File: src/common/usb_hs_defs.svh
`ifndef USB_HS_DEFS_SVH
`define USB_HS_DEFS_SVH

// ----------------------------------------------------------------
// Register word indices (byte address is four times the index)
// ----------------------------------------------------------------
`define HS_IDX_HUB0_CTL      13'h1fa7
`define HS_IDX_FEP0_CTL      13'h1fdd
`define HS_IDX_FEP1_CTL      13'h1fa4
`define HS_IDX_FEP2_CTL      13'h1fa3
`define HS_IDX_FEP3_CTL      13'h1fa2
`define HS_IDX_STS_BASE      13'h1fb0
`define HS_IDX_IRQ_EN        13'h1fb8
`define HS_IDX_ISO_SEL       13'h1fb9

// ----------------------------------------------------------------
// Control and acknowledge fields
// ----------------------------------------------------------------
`define HS_DIR_POS           7
`define HS_LAST_POS          6
`define HS_STALL_POS         5
`define HS_TXRDY_POS         4
`define HS_HALT_ACK_POSITION  3
`define HS_SETUP_ACK_POSITION 2
`define HS_OUT_ACK_POSITION   1
`define HS_IN_ACK_POSITION    0

// ----------------------------------------------------------------
// Service status fields
// ----------------------------------------------------------------
`define HS_ST_HALT_POS       3
`define HS_ST_SETUP_POS      2
`define HS_ST_OUT_POS        1
`define HS_ST_DONE_POS       0

// ----------------------------------------------------------------
// Reset values and sizes
// ----------------------------------------------------------------
`define HS_CTL_RST           8'h00
`define HS_CFG_RST           5'h00
`define HS_NUM_SLOTS         5

`endif

File: src/common/usb_hs_pkg.sv
package usb_hs_pkg;

   // Token kinds carried from host to device
   typedef enum logic [1:0] {
      TOK_SETUP = 2'b00,
      TOK_IN    = 2'b01,
      TOK_OUT   = 2'b11
   } tok_kind_e;

   // Answer kinds carried from device to host
   typedef enum logic [1:0] {
      ANS_ACK   = 2'b00,
      ANS_NAK   = 2'b01,
      ANS_STALL = 2'b11,
      ANS_DATA  = 2'b10
   } ans_kind_e;

   // Control transfer phase of a control endpoint
   typedef enum logic [1:0] {
      PH_IDLE   = 2'b00,
      PH_DATA   = 2'b01,
      PH_STATUS = 2'b11
   } ep_phase_e;

   // Host end sequencer
   typedef enum logic [1:0] {
      H_IDLE  = 2'b00,
      H_TOKEN = 2'b01,
      H_WAIT  = 2'b11
   } host_state_e;

   // Endpoint slot select: 0 hub ep0, 1..4 function ep0..3
   typedef logic [2:0] ep_sel_t;

endpackage : usb_hs_pkg

File: src/common/usb_hs_if.sv
`timescale 1ns/1ps
`default_nettype none

interface usb_hs_if;
   import usb_hs_pkg::*;

   // Host to device
   logic      tok_valid;  // One-cycle token strobe
   tok_kind_e tok_kind;   // Token kind
   ep_sel_t   tok_ep;     // Addressed endpoint slot
   logic      hs_ack;     // Host ACK after a data packet
   // Device to host
   logic      ans_valid;  // One-cycle answer strobe
   ans_kind_e ans_kind;   // Answer kind
   logic      ans_pid1;   // Data packet is the DATA1 status packet

   modport dev (
      input  tok_valid,
      input  tok_kind,
      input  tok_ep,
      input  hs_ack,
      output ans_valid,
      output ans_kind,
      output ans_pid1
   );

   modport host (
      output tok_valid,
      output tok_kind,
      output tok_ep,
      output hs_ack,
      input  ans_valid,
      input  ans_kind,
      input  ans_pid1
   );
endinterface : usb_hs_if

`default_nettype wire

File: src/hw/usb_ep_slice.sv
`timescale 1ns/1ps
`default_nettype none
`include "usb_hs_defs.svh"

module usb_ep_slice import usb_hs_pkg::*; #(
   parameter bit IS_CTRL = 1'b0
) (
   // Clock and reset
   input  wire logic      clk_sys,
   input  wire logic      rst,
   // Firmware write to the control and acknowledge register
   input  wire logic      wr_en,
   input  wire logic [7:0] wdata,
   // Token and handshake from the link
   input  wire logic      tok_hit,
   input  wire tok_kind_e tok_kind,
   input  wire logic      hs_ack,
   // Configuration
   input  wire logic      ie,
   input  wire logic      iso,
   // Readback and decisions
   output logic [7:0]     ctl_rd,
   output logic [7:0]     sts_rd,
   output ans_kind_e      resp_kind,
   output logic           resp_pid1,
   output logic           irq_ev
);

   // ----------------------------------------------------------------
   // State
   // ----------------------------------------------------------------
   logic      dir_q;           // Control read when set
   logic      last_q;          // Last packet marker
   logic      stall_q;         // Forced stall
   logic      txrdy_q;         // Packet loaded and ready
   logic      halt_sent_q;     // Stall handshake went out
   logic      setup_q;         // Setup packet received
   logic      out_q;           // OUT data held in the FIFO
   logic      in_done_flag_q;  // IN side completed
   logic      in_wait_q;       // Data packet awaits host ACK
   logic      zlp_wait_q;      // Status packet awaits host ACK
   ep_phase_e phase_q;         // Control transfer phase

   // ----------------------------------------------------------------
   // Token decode
   // ----------------------------------------------------------------
   wire is_setup  = tok_hit & IS_CTRL & (tok_kind == TOK_SETUP);
   wire is_in     = tok_hit & (tok_kind == TOK_IN);
   wire is_out    = tok_hit & (tok_kind == TOK_OUT);
   // Status direction follows the direction bit
   wire status_in = IS_CTRL & ~dir_q & last_q & ~txrdy_q
                    & (phase_q != PH_IDLE);
   wire status_out = IS_CTRL & dir_q & (phase_q == PH_STATUS);

   wire send_stall = (is_in | is_out) & stall_q;
   wire send_data  = is_in & ~stall_q & txrdy_q;
   wire send_zlp   = is_in & ~stall_q & ~txrdy_q & status_in;
   wire take_out   = is_out & ~stall_q & ~out_q;
   wire acked      = hs_ack & in_wait_q;
   wire zlp_acked  = hs_ack & zlp_wait_q;

   // Iso packets set no ACK wait, so ready drops at send
   wire tx_clr   = (send_data & iso) | acked;
   // Final control-read packet and every function IN completion
   wire done_set = (tx_clr & (~IS_CTRL | (dir_q & last_q)))
                   | zlp_acked;
   wire st_done  = zlp_acked | (take_out & status_out);

   // Acknowledge strobes: single-cycle, nothing is stored
   wire ack_halt  = wr_en & wdata[`HS_HALT_ACK_POSITION];
   wire ack_setup = wr_en & wdata[`HS_SETUP_ACK_POSITION];
   wire ack_out   = wr_en & wdata[`HS_OUT_ACK_POSITION];
   wire ack_in    = wr_en & wdata[`HS_IN_ACK_POSITION];

   // ----------------------------------------------------------------
   // Answer selection, stall ahead of everything but SETUP
   // ----------------------------------------------------------------
   always_comb begin
      resp_kind = ANS_NAK;
      resp_pid1 = 1'b0;
      if (is_setup) begin
         resp_kind = ANS_ACK;
      end else if (send_stall) begin
         resp_kind = ANS_STALL;
      end else if (send_data) begin
         resp_kind = ANS_DATA;
      end else if (send_zlp) begin
         // Zero-length DATA1 closes a write or no-data transfer
         resp_kind = ANS_DATA;
         resp_pid1 = 1'b1;
      end else if (take_out) begin
         resp_kind = ANS_ACK;
      end
   end

   // Interrupt events
   assign irq_ev = ie & (take_out | is_setup | st_done
                         | (tx_clr & (done_set | in_done_flag_q)));

   // ----------------------------------------------------------------
   // Firmware-owned fields; a write replaces them
   // ----------------------------------------------------------------
   always_ff @(posedge clk_sys) begin
      if (rst) begin
         dir_q   <= 1'b0;
         last_q  <= 1'b0;
         stall_q <= 1'b0;
      end else if (wr_en) begin
         dir_q   <= IS_CTRL & wdata[`HS_DIR_POS];
         last_q  <= wdata[`HS_LAST_POS];  // Kept after status
         stall_q <= wdata[`HS_STALL_POS];
      end
   end

   // Ready: set by firmware, dropped by hardware on iso send or ACK
   always_ff @(posedge clk_sys) begin
      if (rst) begin
         txrdy_q <= 1'b0;
      end else if (wr_en) begin
         txrdy_q <= wdata[`HS_TXRDY_POS];
      end else if (tx_clr) begin
         txrdy_q <= 1'b0;
      end
   end

   // ----------------------------------------------------------------
   // Status flags: hardware set wins over firmware clear
   // ----------------------------------------------------------------
   always_ff @(posedge clk_sys) begin
      if (rst) begin
         halt_sent_q    <= 1'b0;
         setup_q        <= 1'b0;
         out_q          <= 1'b0;
         in_done_flag_q <= 1'b0;
      end else if (is_setup) begin
         // New setup wipes the other flags
         halt_sent_q    <= 1'b0;
         setup_q        <= 1'b1;
         out_q          <= 1'b0;
         in_done_flag_q <= 1'b0;
      end else begin
         halt_sent_q    <= send_stall | (halt_sent_q & ~ack_halt);
         setup_q        <= setup_q & ~ack_setup;
         out_q          <= take_out | (out_q & ~ack_out);
         in_done_flag_q <= done_set | (in_done_flag_q & ~ack_in);
      end
   end

   // Handshake waits and control phase
   always_ff @(posedge clk_sys) begin
      if (rst) begin
         in_wait_q  <= 1'b0;
         zlp_wait_q <= 1'b0;
         phase_q    <= PH_IDLE;
      end else begin
         in_wait_q  <= (send_data & ~iso) | (in_wait_q & ~hs_ack);
         zlp_wait_q <= send_zlp | (zlp_wait_q & ~hs_ack);
         if (is_setup) begin
            phase_q <= PH_DATA;
         end else if (IS_CTRL & dir_q & last_q & acked) begin
            phase_q <= PH_STATUS;
         end else if (st_done) begin
            phase_q <= PH_IDLE;
         end
      end
   end

   // ----------------------------------------------------------------
   // Readback; reserved positions read zero
   // ----------------------------------------------------------------
   assign ctl_rd = {IS_CTRL & dir_q, last_q, stall_q, txrdy_q, 4'h0};
   assign sts_rd = {4'h0, halt_sent_q, IS_CTRL & setup_q, out_q,
                    in_done_flag_q};

endmodule : usb_ep_slice

`default_nettype wire

File: src/hw/usb_hs_dev.sv
// Operation
// - Done flag after read data, status stages
// - Done flag read-only, cleared by ack bit 0
// - Direction bit 7 selects status phase direction
// - Last plus ready moves to status phase
// - Status completion interrupts; last bit kept
// - Force stall answers IN/OUT with STALL
// - Firmware sets stall for bad requests
// - Ready bit 4 cleared on host ACK
// - Isochronous ready cleared once data sent
// - Firmware fills FIFO only while ready zero
// - Ready clear with done set interrupts
// - Ready drives data and DATA1 status
// - Ack bit 3 clears stall-sent, unstored
// - Ack bit 2 clears setup flag, unstored
// - Ack bits 1,0 clear OUT, done flags
// - Stall-sent flag set after STALL sent
// - OUT flag set; OUT tokens NAKed meanwhile
// - Held OUT data kept except early SETUP
// - OUT flag setting interrupts when enabled
// - Function IN completion sets done flag
// - Function endpoint stall answers STALL
// - SETUP sets setup flag, clears others
//
// Our own choice: register access over Avalon-MM.
`timescale 1ns/1ps
`default_nettype none
`include "usb_hs_defs.svh"

module usb_hs_dev import usb_hs_pkg::*; (
   // Clock and reset
   input  wire logic        clk_sys,
   input  wire logic        rst,
   // Avalon-MM slave
   input  wire logic [14:0] avs_address,
   input  wire logic        avs_read,
   input  wire logic        avs_write,
   input  wire logic [3:0]  avs_byteenable,
   input  wire logic [31:0] avs_writedata,
   output logic      [31:0] avs_readdata,
   output logic             avs_waitrequest,
   // Microcontroller event pulse
   output logic             irq,
   // Link toward the host
   usb_hs_if.dev            link
);

   localparam int NS = `HS_NUM_SLOTS;

   // ----------------------------------------------------------------
   // Control register indices per slot
   // ----------------------------------------------------------------
   localparam logic [12:0] CTL_IDX [NS] = '{
      `HS_IDX_HUB0_CTL,
      `HS_IDX_FEP0_CTL,
      `HS_IDX_FEP1_CTL,
      `HS_IDX_FEP2_CTL,
      `HS_IDX_FEP3_CTL
   };

   // ----------------------------------------------------------------
   // Bus state
   // ----------------------------------------------------------------
   logic        wait_q;     // Waitrequest, low for one cycle
   logic [31:0] rdata_q;    // Captured read word
   logic [NS-1:0] ie_q;     // Per-slot interrupt enable
   logic [NS-1:0] iso_q;    // Per-slot isochronous select
   logic        irq_q;      // Registered event pulse

   // Link answer registers
   logic        ans_valid_q;
   ans_kind_e   ans_kind_q;
   logic        ans_pid1_q;

   // ----------------------------------------------------------------
   // Per-slot wires
   // ----------------------------------------------------------------
   logic [7:0]  ctl_rd   [NS];  // Control readback
   logic [7:0]  sts_rd   [NS];  // Service status readback
   ans_kind_e   resp_kind[NS];  // Slot answer choice
   logic        resp_pid1[NS];  // Slot DATA1 marker
   logic [NS-1:0] irq_ev;       // Slot event pulses
   logic [NS-1:0] hit_ctl;      // Address hits control reg
   logic [NS-1:0] hit_sts;      // Address hits status reg
   logic [NS-1:0] wr_ctl;       // Committed write per slot
   logic [NS-1:0] tok_hit;      // Token addressed to slot

   // ----------------------------------------------------------------
   // Address decode
   // ----------------------------------------------------------------
   wire [12:0] idx     = avs_address[14:2];
   wire        access  = (avs_read | avs_write) & wait_q;
   // A write lands only at the edge where waitrequest is low
   wire        commit  = avs_write & ~wait_q & avs_byteenable[0];
   wire        hit_ie  = (idx == `HS_IDX_IRQ_EN);
   wire        hit_iso = (idx == `HS_IDX_ISO_SEL);
   wire [7:0]  wbyte   = avs_writedata[7:0];

   // ----------------------------------------------------------------
   // Endpoint slots
   // ----------------------------------------------------------------
   for (genvar g = 0; g < NS; g++) begin : g_slot
      assign hit_ctl[g] = (idx == CTL_IDX[g]);
      assign hit_sts[g] = (idx == 13'(`HS_IDX_STS_BASE + g));
      assign wr_ctl[g]  = commit & hit_ctl[g];
      assign tok_hit[g] = link.tok_valid & (link.tok_ep == ep_sel_t'(g));

      // Slots 0 and 1 are control endpoints
      usb_ep_slice #(
         .IS_CTRL (g < 2)
      ) u_slice (
         .clk_sys   (clk_sys),
         .rst       (rst),
         .wr_en     (wr_ctl[g]),
         .wdata     (wbyte),
         .tok_hit   (tok_hit[g]),
         .tok_kind  (link.tok_kind),
         .hs_ack    (link.hs_ack),
         .ie        (ie_q[g]),
         .iso       (iso_q[g]),
         .ctl_rd    (ctl_rd[g]),
         .sts_rd    (sts_rd[g]),
         .resp_kind (resp_kind[g]),
         .resp_pid1 (resp_pid1[g]),
         .irq_ev    (irq_ev[g])
      );
   end

   // ----------------------------------------------------------------
   // Read multiplexer; unmapped words read zero
   // ----------------------------------------------------------------
   logic [7:0] rd_byte;
   always_comb begin
      rd_byte = 8'h00;
      if (hit_ie) begin
         rd_byte = {3'h0, ie_q};
      end else if (hit_iso) begin
         rd_byte = {3'h0, iso_q};
      end
      for (int i = 0; i < NS; i++) begin
         if (hit_ctl[i]) begin
            rd_byte = ctl_rd[i];
         end
         if (hit_sts[i]) begin
            rd_byte = sts_rd[i];
         end
      end
   end

   // Answer chosen from the addressed slot, NAK when none
   ans_kind_e  ans_kind_d;
   logic       ans_pid1_d;
   always_comb begin
      ans_kind_d = ANS_NAK;
      ans_pid1_d = 1'b0;
      for (int i = 0; i < NS; i++) begin
         if (tok_hit[i]) begin
            ans_kind_d = resp_kind[i];
            ans_pid1_d = resp_pid1[i];
         end
      end
   end

   // ----------------------------------------------------------------
   // Bus handshake: one wait cycle, then the access completes
   // ----------------------------------------------------------------
   always_ff @(posedge clk_sys) begin
      if (rst) begin
         wait_q  <= 1'b1;
         rdata_q <= 32'h0000_0000;
      end else begin
         // Drop waitrequest for exactly one cycle per access
         wait_q <= ~access;
         if (access) begin
            rdata_q <= {24'h00_0000, rd_byte};
         end
      end
   end

   // Configuration registers of this block
   always_ff @(posedge clk_sys) begin
      if (rst) begin
         ie_q  <= `HS_CFG_RST;
         iso_q <= `HS_CFG_RST;
      end else begin
         if (commit & hit_ie) begin
            ie_q <= wbyte[NS-1:0];
         end
         if (commit & hit_iso) begin
            iso_q <= wbyte[NS-1:0];
         end
      end
   end

   // ----------------------------------------------------------------
   // Link answers, one cycle after each token
   // ----------------------------------------------------------------
   always_ff @(posedge clk_sys) begin
      if (rst) begin
         ans_valid_q <= 1'b0;
         ans_kind_q  <= ANS_NAK;
         ans_pid1_q  <= 1'b0;
         irq_q       <= 1'b0;
      end else begin
         ans_valid_q <= link.tok_valid;
         ans_kind_q  <= ans_kind_d;
         ans_pid1_q  <= ans_pid1_d;
         irq_q       <= |irq_ev;
      end
   end

   // ----------------------------------------------------------------
   // Outputs
   // ----------------------------------------------------------------
   assign avs_readdata    = rdata_q;
   assign avs_waitrequest = wait_q;
   assign irq             = irq_q;
   assign link.ans_valid  = ans_valid_q;
   assign link.ans_kind   = ans_kind_q;
   assign link.ans_pid1   = ans_pid1_q;

endmodule : usb_hs_dev

`default_nettype wire

File: src/flat_wrapper.sv
// flat-port wrapper written by rule: the top's interface ports become plain ports
module usb_hs_dev_flat import usb_hs_pkg::*;
  (clk_sys, rst, avs_address, avs_read, avs_write, avs_byteenable, avs_writedata, avs_readdata, avs_waitrequest, irq, link_tok_valid, link_tok_kind, link_tok_ep, link_hs_ack, link_ans_valid, link_ans_kind, link_ans_pid1);
  usb_hs_if link_i ();
  input  wire logic clk_sys;
  input  wire logic rst;
  input  wire logic [14:0] avs_address;
  input  wire logic avs_read;
  input  wire logic avs_write;
  input  wire logic [3:0] avs_byteenable;
  input  wire logic [31:0] avs_writedata;
  output logic      [31:0] avs_readdata;
  output logic avs_waitrequest;
  output logic irq;
  input wire logic [$bits(link_i.tok_valid)-1:0] link_tok_valid;
  input wire logic [$bits(link_i.tok_kind)-1:0] link_tok_kind;
  input wire logic [$bits(link_i.tok_ep)-1:0] link_tok_ep;
  input wire logic [$bits(link_i.hs_ack)-1:0] link_hs_ack;
  output wire logic [$bits(link_i.ans_valid)-1:0] link_ans_valid;
  output wire logic [$bits(link_i.ans_kind)-1:0] link_ans_kind;
  output wire logic [$bits(link_i.ans_pid1)-1:0] link_ans_pid1;
  assign link_i.tok_valid = link_tok_valid;
  assign link_i.tok_kind = link_tok_kind;
  assign link_i.tok_ep = link_tok_ep;
  assign link_i.hs_ack = link_hs_ack;
  assign link_ans_valid = link_i.ans_valid;
  assign link_ans_kind = link_i.ans_kind;
  assign link_ans_pid1 = link_i.ans_pid1;
  usb_hs_dev u_core (.clk_sys(clk_sys), .rst(rst), .avs_address(avs_address), .avs_read(avs_read), .avs_write(avs_write), .avs_byteenable(avs_byteenable), .avs_writedata(avs_writedata), .avs_readdata(avs_readdata), .avs_waitrequest(avs_waitrequest), .irq(irq), .link(link_i));
endmodule
File: config.mk
export PLATFORM = sky130hd
export DESIGN_NAME = usb_hs_dev_flat
export DESIGN_NICKNAME = d
export VERILOG_FILES = /design/src/common/usb_hs_pkg.sv /design/src/common/usb_hs_if.sv /design/src/hw/usb_ep_slice.sv /design/src/hw/usb_hs_dev.sv /design/src/flat_wrapper.sv
export VERILOG_INCLUDE_DIRS = /design/src /design/src/common
export SDC_FILE = /design/constraint.sdc
export NUM_CORES = 1
export LEC_CHECK = 0
export ABC_CLOCK_PERIOD_IN_PS = 2100
export BUFFER_PORTS_ARGS = -buffer_cell sky130_fd_sc_hd__buf_4
export CAP_MARGIN = 25
export CORE_MARGIN = 4
export CORE_UTILIZATION = 54
export DETAILED_ROUTE_END_ITERATION = 6
export PLACE_DENSITY = 0.83
export SYNTH_ARGS = -nofsm -noshare
export SYNTH_HDL_FRONTEND = slang
export SYNTH_SLANG_ARGS = --single-unit
File: constraint.sdc
create_clock -name clk_sys -period 2.1 [get_ports clk_sys]
set_input_delay 0 -clock clk_sys [delete_from_list [all_inputs] [get_ports clk_sys]]
set_output_delay 0 -clock clk_sys [all_outputs]
set_load 0.03 [all_outputs]
# [After elaboration in Yosys (flattened, before gate mapping)]
# Index checks and enable logic that the tools add are counted.
[totals] out_inout_bits=38 regBits=72 inputBits=62 wordCells=399
[op_classes] muxes=64 eq_ne=20 bitwise_logic=242 reduce_logical=17
[ops] operator="== test 13 bit (second input constant)" count=12
[ops] operator="bitwise AND 1 bit" count=146
[ops] operator="two-way mux 8 bit" count=11
[ops] operator="bitwise OR 1 bit" count=57
[ops] operator="two-way mux 2 bit" count=23
[ops] operator="inverter 1 bit" count=39
[ops] operator="two-way mux 1 bit" count=29
[ops] operator="nonzero test 2 bit" count=9
[ops] operator="== test 2 bit (second input constant)" count=3
[ops] operator="== test 3 x 2 -> 1 bit (second input constant)" count=2
[ops] operator="nonzero test 3 bit" count=2
[ops] operator="two-way mux 5 bit" count=1
[ops] operator="OR reduction 5 bit" count=1
[ops] operator="OR reduction 2 bit" count=2
[ops] operator="OR reduction 4 bit" count=1
[ops] operator="== test 3 x 1 -> 1 bit (second input constant)" count=1
[ops] operator="== test 3 bit (second input constant)" count=1
[ops] operator="logical NOT 3 bit" count=1
[ops] operator="== test 2 x 1 -> 1 bit (second input constant)" count=1
[ops] operator="logical NOT 2 bit" count=1

# [Longest topological paths before layout]
[depth] ltp_word=15 depth_mapped=7 depth_no_buf=5

# [By module]
# A second synthesis with hierarchy kept.
[unflattened] cells_unflattened=668 hier_area_um2=5425.2
[modules_own_cells] module="usb_hs_dev" instances=1 seq_area_each_um2=480.5 area_each_um2=2416.1 cells_per_inst=314
[modules_own_cells] module="usb_ep_slice (u_core.g_slot[2].u_slice ...)" instances=3 seq_area_each_um2=160.2 area_each_um2=511.7 cells_per_inst=58
[modules_own_cells] module="usb_ep_slice (u_core.g_slot[0].u_slice ...)" instances=2 seq_area_each_um2=240.2 area_each_um2=737.0 cells_per_inst=90

# [Worst setup path after synthesis]
# No wires, ideal clock.
[synth_timing] path_type="reg2reg" startpoint="reg u_core.wait_q, in the netlist u_core.avs_waitrequest" endpoint="reg u_core.iso_q[0]" arrival_time_ps=1681 setup_ps=128 setup_slack_ps=292 n_path_buf=2 t_required_ps=1972 synth_period_minus_slack_ps=1808 stages_incl_launch_ff=8 path_cell_list="dfxtp_1 and3b_1 clkbuf_1 and2_0 clkbuf_1 nand3_1 mux2i_1 nor2_1"
[synth_via] elab_chain_cells=4
[synth_lines] item="from (decl)" line_no="usb_hs_dev.sv:64" source="logic wait_q;"
[synth_lines] item="from (signal assigned)" line_no="usb_hs_dev.sv:173" source="wait_q <= ~access;"
[synth_lines] item="inverter 1 bit" line_no="usb_hs_dev.sv:94" source="wire commit = avs_write & ~wait_q & avs_byteenable[0];"
[synth_lines] item="bitwise AND 1 bit (2 in series)" line_no="usb_hs_dev.sv:94"
[synth_lines] item="bitwise AND 1 bit" line_no="usb_hs_dev.sv:189" source="if (commit & hit_iso) begin"
[synth_lines] item="to (signal assigned)" line_no="usb_hs_dev.sv:184" source="iso_q <= `HS_CFG_RST;"
[synth_lines] item="to (signal assigned)" line_no="usb_hs_dev.sv:190" source="iso_q <= wbyte[NS-1:0];"
[synth_lines] item="to (decl)" line_no="usb_hs_dev.sv:67" source="logic [NS-1:0] iso_q;"
# No other way between the ends.
# A chain may end at the register's enable or synchronous reset.

# [Worst setup path in the final report]
[layout_timing] startpoint="reg u_core.g_slot[0].u_slice.txrdy_q" endpoint="reg u_core.irq_q, in the netlist u_core.irq"
[layout_via] elab_chain_cells=10
[layout_lines] item="from (decl)" line_no="usb_ep_slice.sv:35" source="logic txrdy_q;"
[layout_lines] item="from (signal assigned)" line_no="usb_ep_slice.sv:120" source="txrdy_q <= wdata[`HS_TXRDY_POS];"
[layout_lines] item="bitwise AND 1 bit (*)" line_no="usb_ep_slice.sv:56" source="wire send_data = is_in & ~stall_q & txrdy_q;"
[layout_lines] item="bitwise AND 1 bit (*)" line_no="usb_ep_slice.sv:63" source="wire tx_clr = (send_data & iso) | acked;"
[layout_lines] item="bitwise OR 1 bit (*)" line_no="usb_ep_slice.sv:63"
[layout_lines] item="bitwise AND 1 bit" line_no="usb_ep_slice.sv:65" source="wire done_set = (tx_clr & (~IS_CTRL | (dir_q & last_q)))"
[layout_lines] item="bitwise OR 1 bit" line_no="usb_ep_slice.sv:66" source="| zlp_acked;"
[layout_lines] item="bitwise OR 1 bit" line_no="usb_ep_slice.sv:98" source="| (tx_clr & (done_set | in_done_flag_q)));"
[layout_lines] item="bitwise AND 1 bit (*)" line_no="usb_ep_slice.sv:98"
[layout_lines] item="bitwise OR 1 bit (*)" line_no="usb_ep_slice.sv:98"
[layout_lines] item="bitwise AND 1 bit (*)" line_no="usb_ep_slice.sv:97" source="assign irq_ev = ie & (take_out | is_setup | st_done"
[layout_lines] item="OR reduction 5 bit (*)" line_no="usb_hs_dev.sv:208" source="irq_q <= |irq_ev;"
[layout_lines] item="to (signal assigned)" line_no="usb_hs_dev.sv:208"
[layout_lines] item="to (decl)" line_no="usb_hs_dev.sv:68" source="logic irq_q;"
# Every way passes the cells marked *; elsewhere a longest branch is shown, timed or not.

==> impl_metrics.tcl <==
set metrics [dict create \
    synth_area_um2 4240 \
    crit_chain "nor4bb_1 -> a32oi_1 -> o211ai_1 -> a22oi_1 -> a41oi_1" \
    placeableCoreArea_um2 7690 \
    cp_max_fo 5 \
    crit_slowest_cell "dfxtp_1" \
    final_core_util 0.639 \
    worstPathBufferInverterCount 0 \
    yosys_warnings 0 \
    hold_viol 0 \
    setup.worst_path.end "u_core.irq$_SDFF_PP0_" \
    cp.depth 5 \
    met2WireLength_um 6100 \
    clkSinkCount 72 \
    highest_layer "met4" \
    dieArea_um2 9320 \
    grt_pass1_wl_um 21200 \
    tns_ns 0 \
    worstSetupEndpointType "flip-flop" \
    cts_resized 0 \
    synth.distinct_cells 74 \
    slowest_delay_ns 0.42 \
    htree_levels 3 \
    post_cts_buffers 0 \
    drtIter0Drc 471 \
    boundaryPins 100 \
    row_count 32 \
    rsz0062_at_grt "false" \
    setup_viol 0 \
    ant_nets 0 \
    antenna_found_initial 0 \
    netlist_instances 525 \
    crit_start "u_core.g_slot[0].u_slice.txrdy_q$_SDFFE_PP0P_" \
    gp_congestion 0.997 \
    start_util 0.551 \
    finalCritPeriodShare 0.886 \
    routed_wl_um 13500 \
    dp_hpwl_um 10000 \
    seq_area_frac_synth 0.340 \
    drcViolationCount 0 \
    cts.clk_slew.worst_paths_ns 0.08 \
    die_y_um 96.6 \
    final_cell_mix "72 x dfxtp_1, 69 x buf_4, 58 x nand2_1, 37 x a21oi_1, 35 x nor2_1" \
    final_common_cell "dfxtp_1" \
    layout-drive-gt1-share 0.175 \
    clk_root_buffer_cell "clkbuf_8" \
    viasPerCell 6.30 \
    reg2reg_slack_ns 0.24 \
    max_freq_mhz 537 \
    synth.avg_cell_area_um2 8.07 \
    synthFlopType "dfxtp_1" \
    tightest_slew_ns 0.663 \
    finalCriticalPeriod_ns 1.86 \
    synth_edf_count 0 \
    p_per_area_nw_per_um2 555 \
    critical_path.top_delay_family "compound AO/OA/AOI/OAI gates" \
    cts_tree "yes" \
    grt_usage 0.300 \
    route.met3.wl_um 1400 \
    hold_buffers 9 \
    reg2reg_from "u_core.g_slot[0].u_slice.txrdy_q$_SDFFE_PP0P_" \
    wire_per_inst_um 19.6 \
    maxSlewViolCount 0 \
    hold_path.class "in2reg" \
    dieWidth_um 96.6 \
    grt_start_max_net_pins 56 \
    clk_latency_ns 0.35 \
    cp.required_ns 2.35 \
    ys_top_cells_by_area "dfxtp_1 34%, nand2_1 5.1%, buf_4 4.4%, a21oi_1 4.4%, mux2i_1 4.0%" \
    dr_total_vias 4342 \
    cts_made_buffers 9 \
    maxCapViolations 0 \
    timing.rr.end "u_core.irq$_SDFF_PP0_" \
    antenna_cells 0 \
    status "complete, no violations" \
    wl_met1_um 5640 \
    first_pass_iters 6 \
    fin_skew_ns 0.00799 \
    clock_path_buffers 2 \
    synth_top_area_share 0.340 \
    leakage_uw 0.00181 \
    synth_area_leader_cell "dfxtp_1" \
    synth-seq-cells 72 \
    arrival_ns 2.12 \
    relSlewSlack 0.554 \
    async_flop_share 0 \
    crit_type "reg2reg" \
    grt_overflow 0 \
    syn2layout_area_growth_pct 16.0 \
    reg2regPathDepth 5 \
    ir_drop_v 0.000324 \
    grt_pass1_vias 4049 \
    nets 646 \
    cp-start-kind "flip-flop" \
    io_buffers 46 \
]
-- worst reg2reg max path, stage by stage, from the launching register on --
cell,delay [ns]
dfxtp_1,0.42
nor4bb_1,0.41
a32oi_1,0.23
o211ai_1,0.27
a22oi_1,0.16
a41oi_1,0.28
-- report_power, final --
group / total, µW / leakage (µW) / switching (µW) / internal, µW
registers: 1380 / 0.000581 / 7.79 / 1370
clock network: 960 / 0.0000838 / 519 / 442
logic: 386 / 0.00114 / 258 / 128
-- cell usage after synthesis, drive strengths merged (3+ instances only) --
master  instances
buf            29
nor3b           3
nor4bb          8
and3            6
inv            13
o31ai           3
a41oi           3
dfxtp          72
or4             3
a32oi           4
nand4b          6
or2             6
a311oi          4
a211oi          5
mux2i          17
nand4          13
a31oi          14
o211ai          4
nand2          58
a22oi           3
nand3b          7
nand3          29
nor2           35
clkbuf         24
a21boi          3
nor4            8
and4b           3
nor3            8
o21ai          29
nor4b           7
nand2b          6
and2           10
nor2b          11
a21oi          37
-- kinds of logic after synthesis --
family                 synth area share
AO/OA/AOI/OAI                     0.194
multiplexers                     0.0508
other                          0.000885
AND/OR/NAND/NOR                   0.331
buffers and inverters            0.0830
flip-flops                        0.340
-- flip-flops by register name, summed over array words and instances (netlist names) --
signal / flops
u_core.g_slot.u_slice.last_q: 5
u_core.g_slot.u_slice.halt_sent_q: 5
u_core.link.ans_pid1: 1
u_core.ie_q: 5
u_core.g_slot.u_slice.stall_q: 5
u_core.avs_readdata: 8
u_core.g_slot.u_slice.in_done_flag_q: 5
u_core.irq: 1
u_core.iso_q: 5
u_core.avs_waitrequest: 1
u_core.g_slot.u_slice.setup_q: 2
u_core.link.ans_kind: 2
u_core.link.ans_valid: 1
u_core.g_slot.u_slice.dir_q: 2
u_core.g_slot.u_slice.phase_q: 4
u_core.g_slot.u_slice.in_wait_q: 5
u_core.g_slot.u_slice.zlp_wait_q: 5
u_core.g_slot.u_slice.txrdy_q: 5
u_core.g_slot.u_slice.out_q: 5
-- layer usage --
metal	vias up	track usage
met5	-	0
met4	0	0.132
met3	31	0.0434
met2	260	0.472
met1	2040	0.407
li1	2011	-
-- metrics by stage --
step / power (µW) / hold WS (ns) / setup slack (ns) / instance area, µm² / std cells
after floorplan: 1670 / 0.108 / 0.292 / 4320 / 548
after global placement: 1770 / 0.244 / 0.340 / 4660 / 666
after detailed placement: 1780 / 0.267 / 0.301 / 4660 / 666
after CTS: 2730 / 0.0439 / 0.322 / 4910 / 689
after global routing: 2820 / 0.0576 / 0.102 / 4910 / 689
final: 2730 / 0.0511 / 0.239 / 4910 / 689
-- worst min path at each step --
| stage | startpoint | end | slack (ns) | depth (start not counted) |
|---|---|---|---|---|
| final | link_tok_kind[0] | u_core.g_slot[3].u_slice.halt_sent_q$_SDFF_PP0_ | 0.05 | 3 |
| after global routing | link_tok_kind[0] | u_core.g_slot[3].u_slice.halt_sent_q$_SDFF_PP0_ | 0.06 | 3 |
| after CTS | link_tok_kind[0] | u_core.g_slot[3].u_slice.halt_sent_q$_SDFF_PP0_ | 0.04 | 3 |
| after detailed placement | avs_writedata[0] | u_core.iso_q[0]$_SDFFE_PP0P_ | 0.27 | 3 |
| after global placement | avs_writedata[7] | u_core.g_slot[1].u_slice.dir_q$_SDFFE_PP0P_ | 0.24 | 3 |
| after floorplan | avs_writedata[1] | u_core.g_slot[0].u_slice.out_q$_SDFF_PP0_ | 0.11 | 1 |
-- cell type report --
class / count / area, µm²
Multi-Input combinational cell: 410 / 2530
Clock inverter: 4 / 22.5
Inverter: 13 / 48.8
Timing Repair Buffer: 78 / 608
Sequential cell: 72 / 1440
Fill cell: 705 / 2770
Tap cell: 102 / 128
Clock buffer: 10 / 138
No activity file was read; power rests on OpenSTA's default activity.
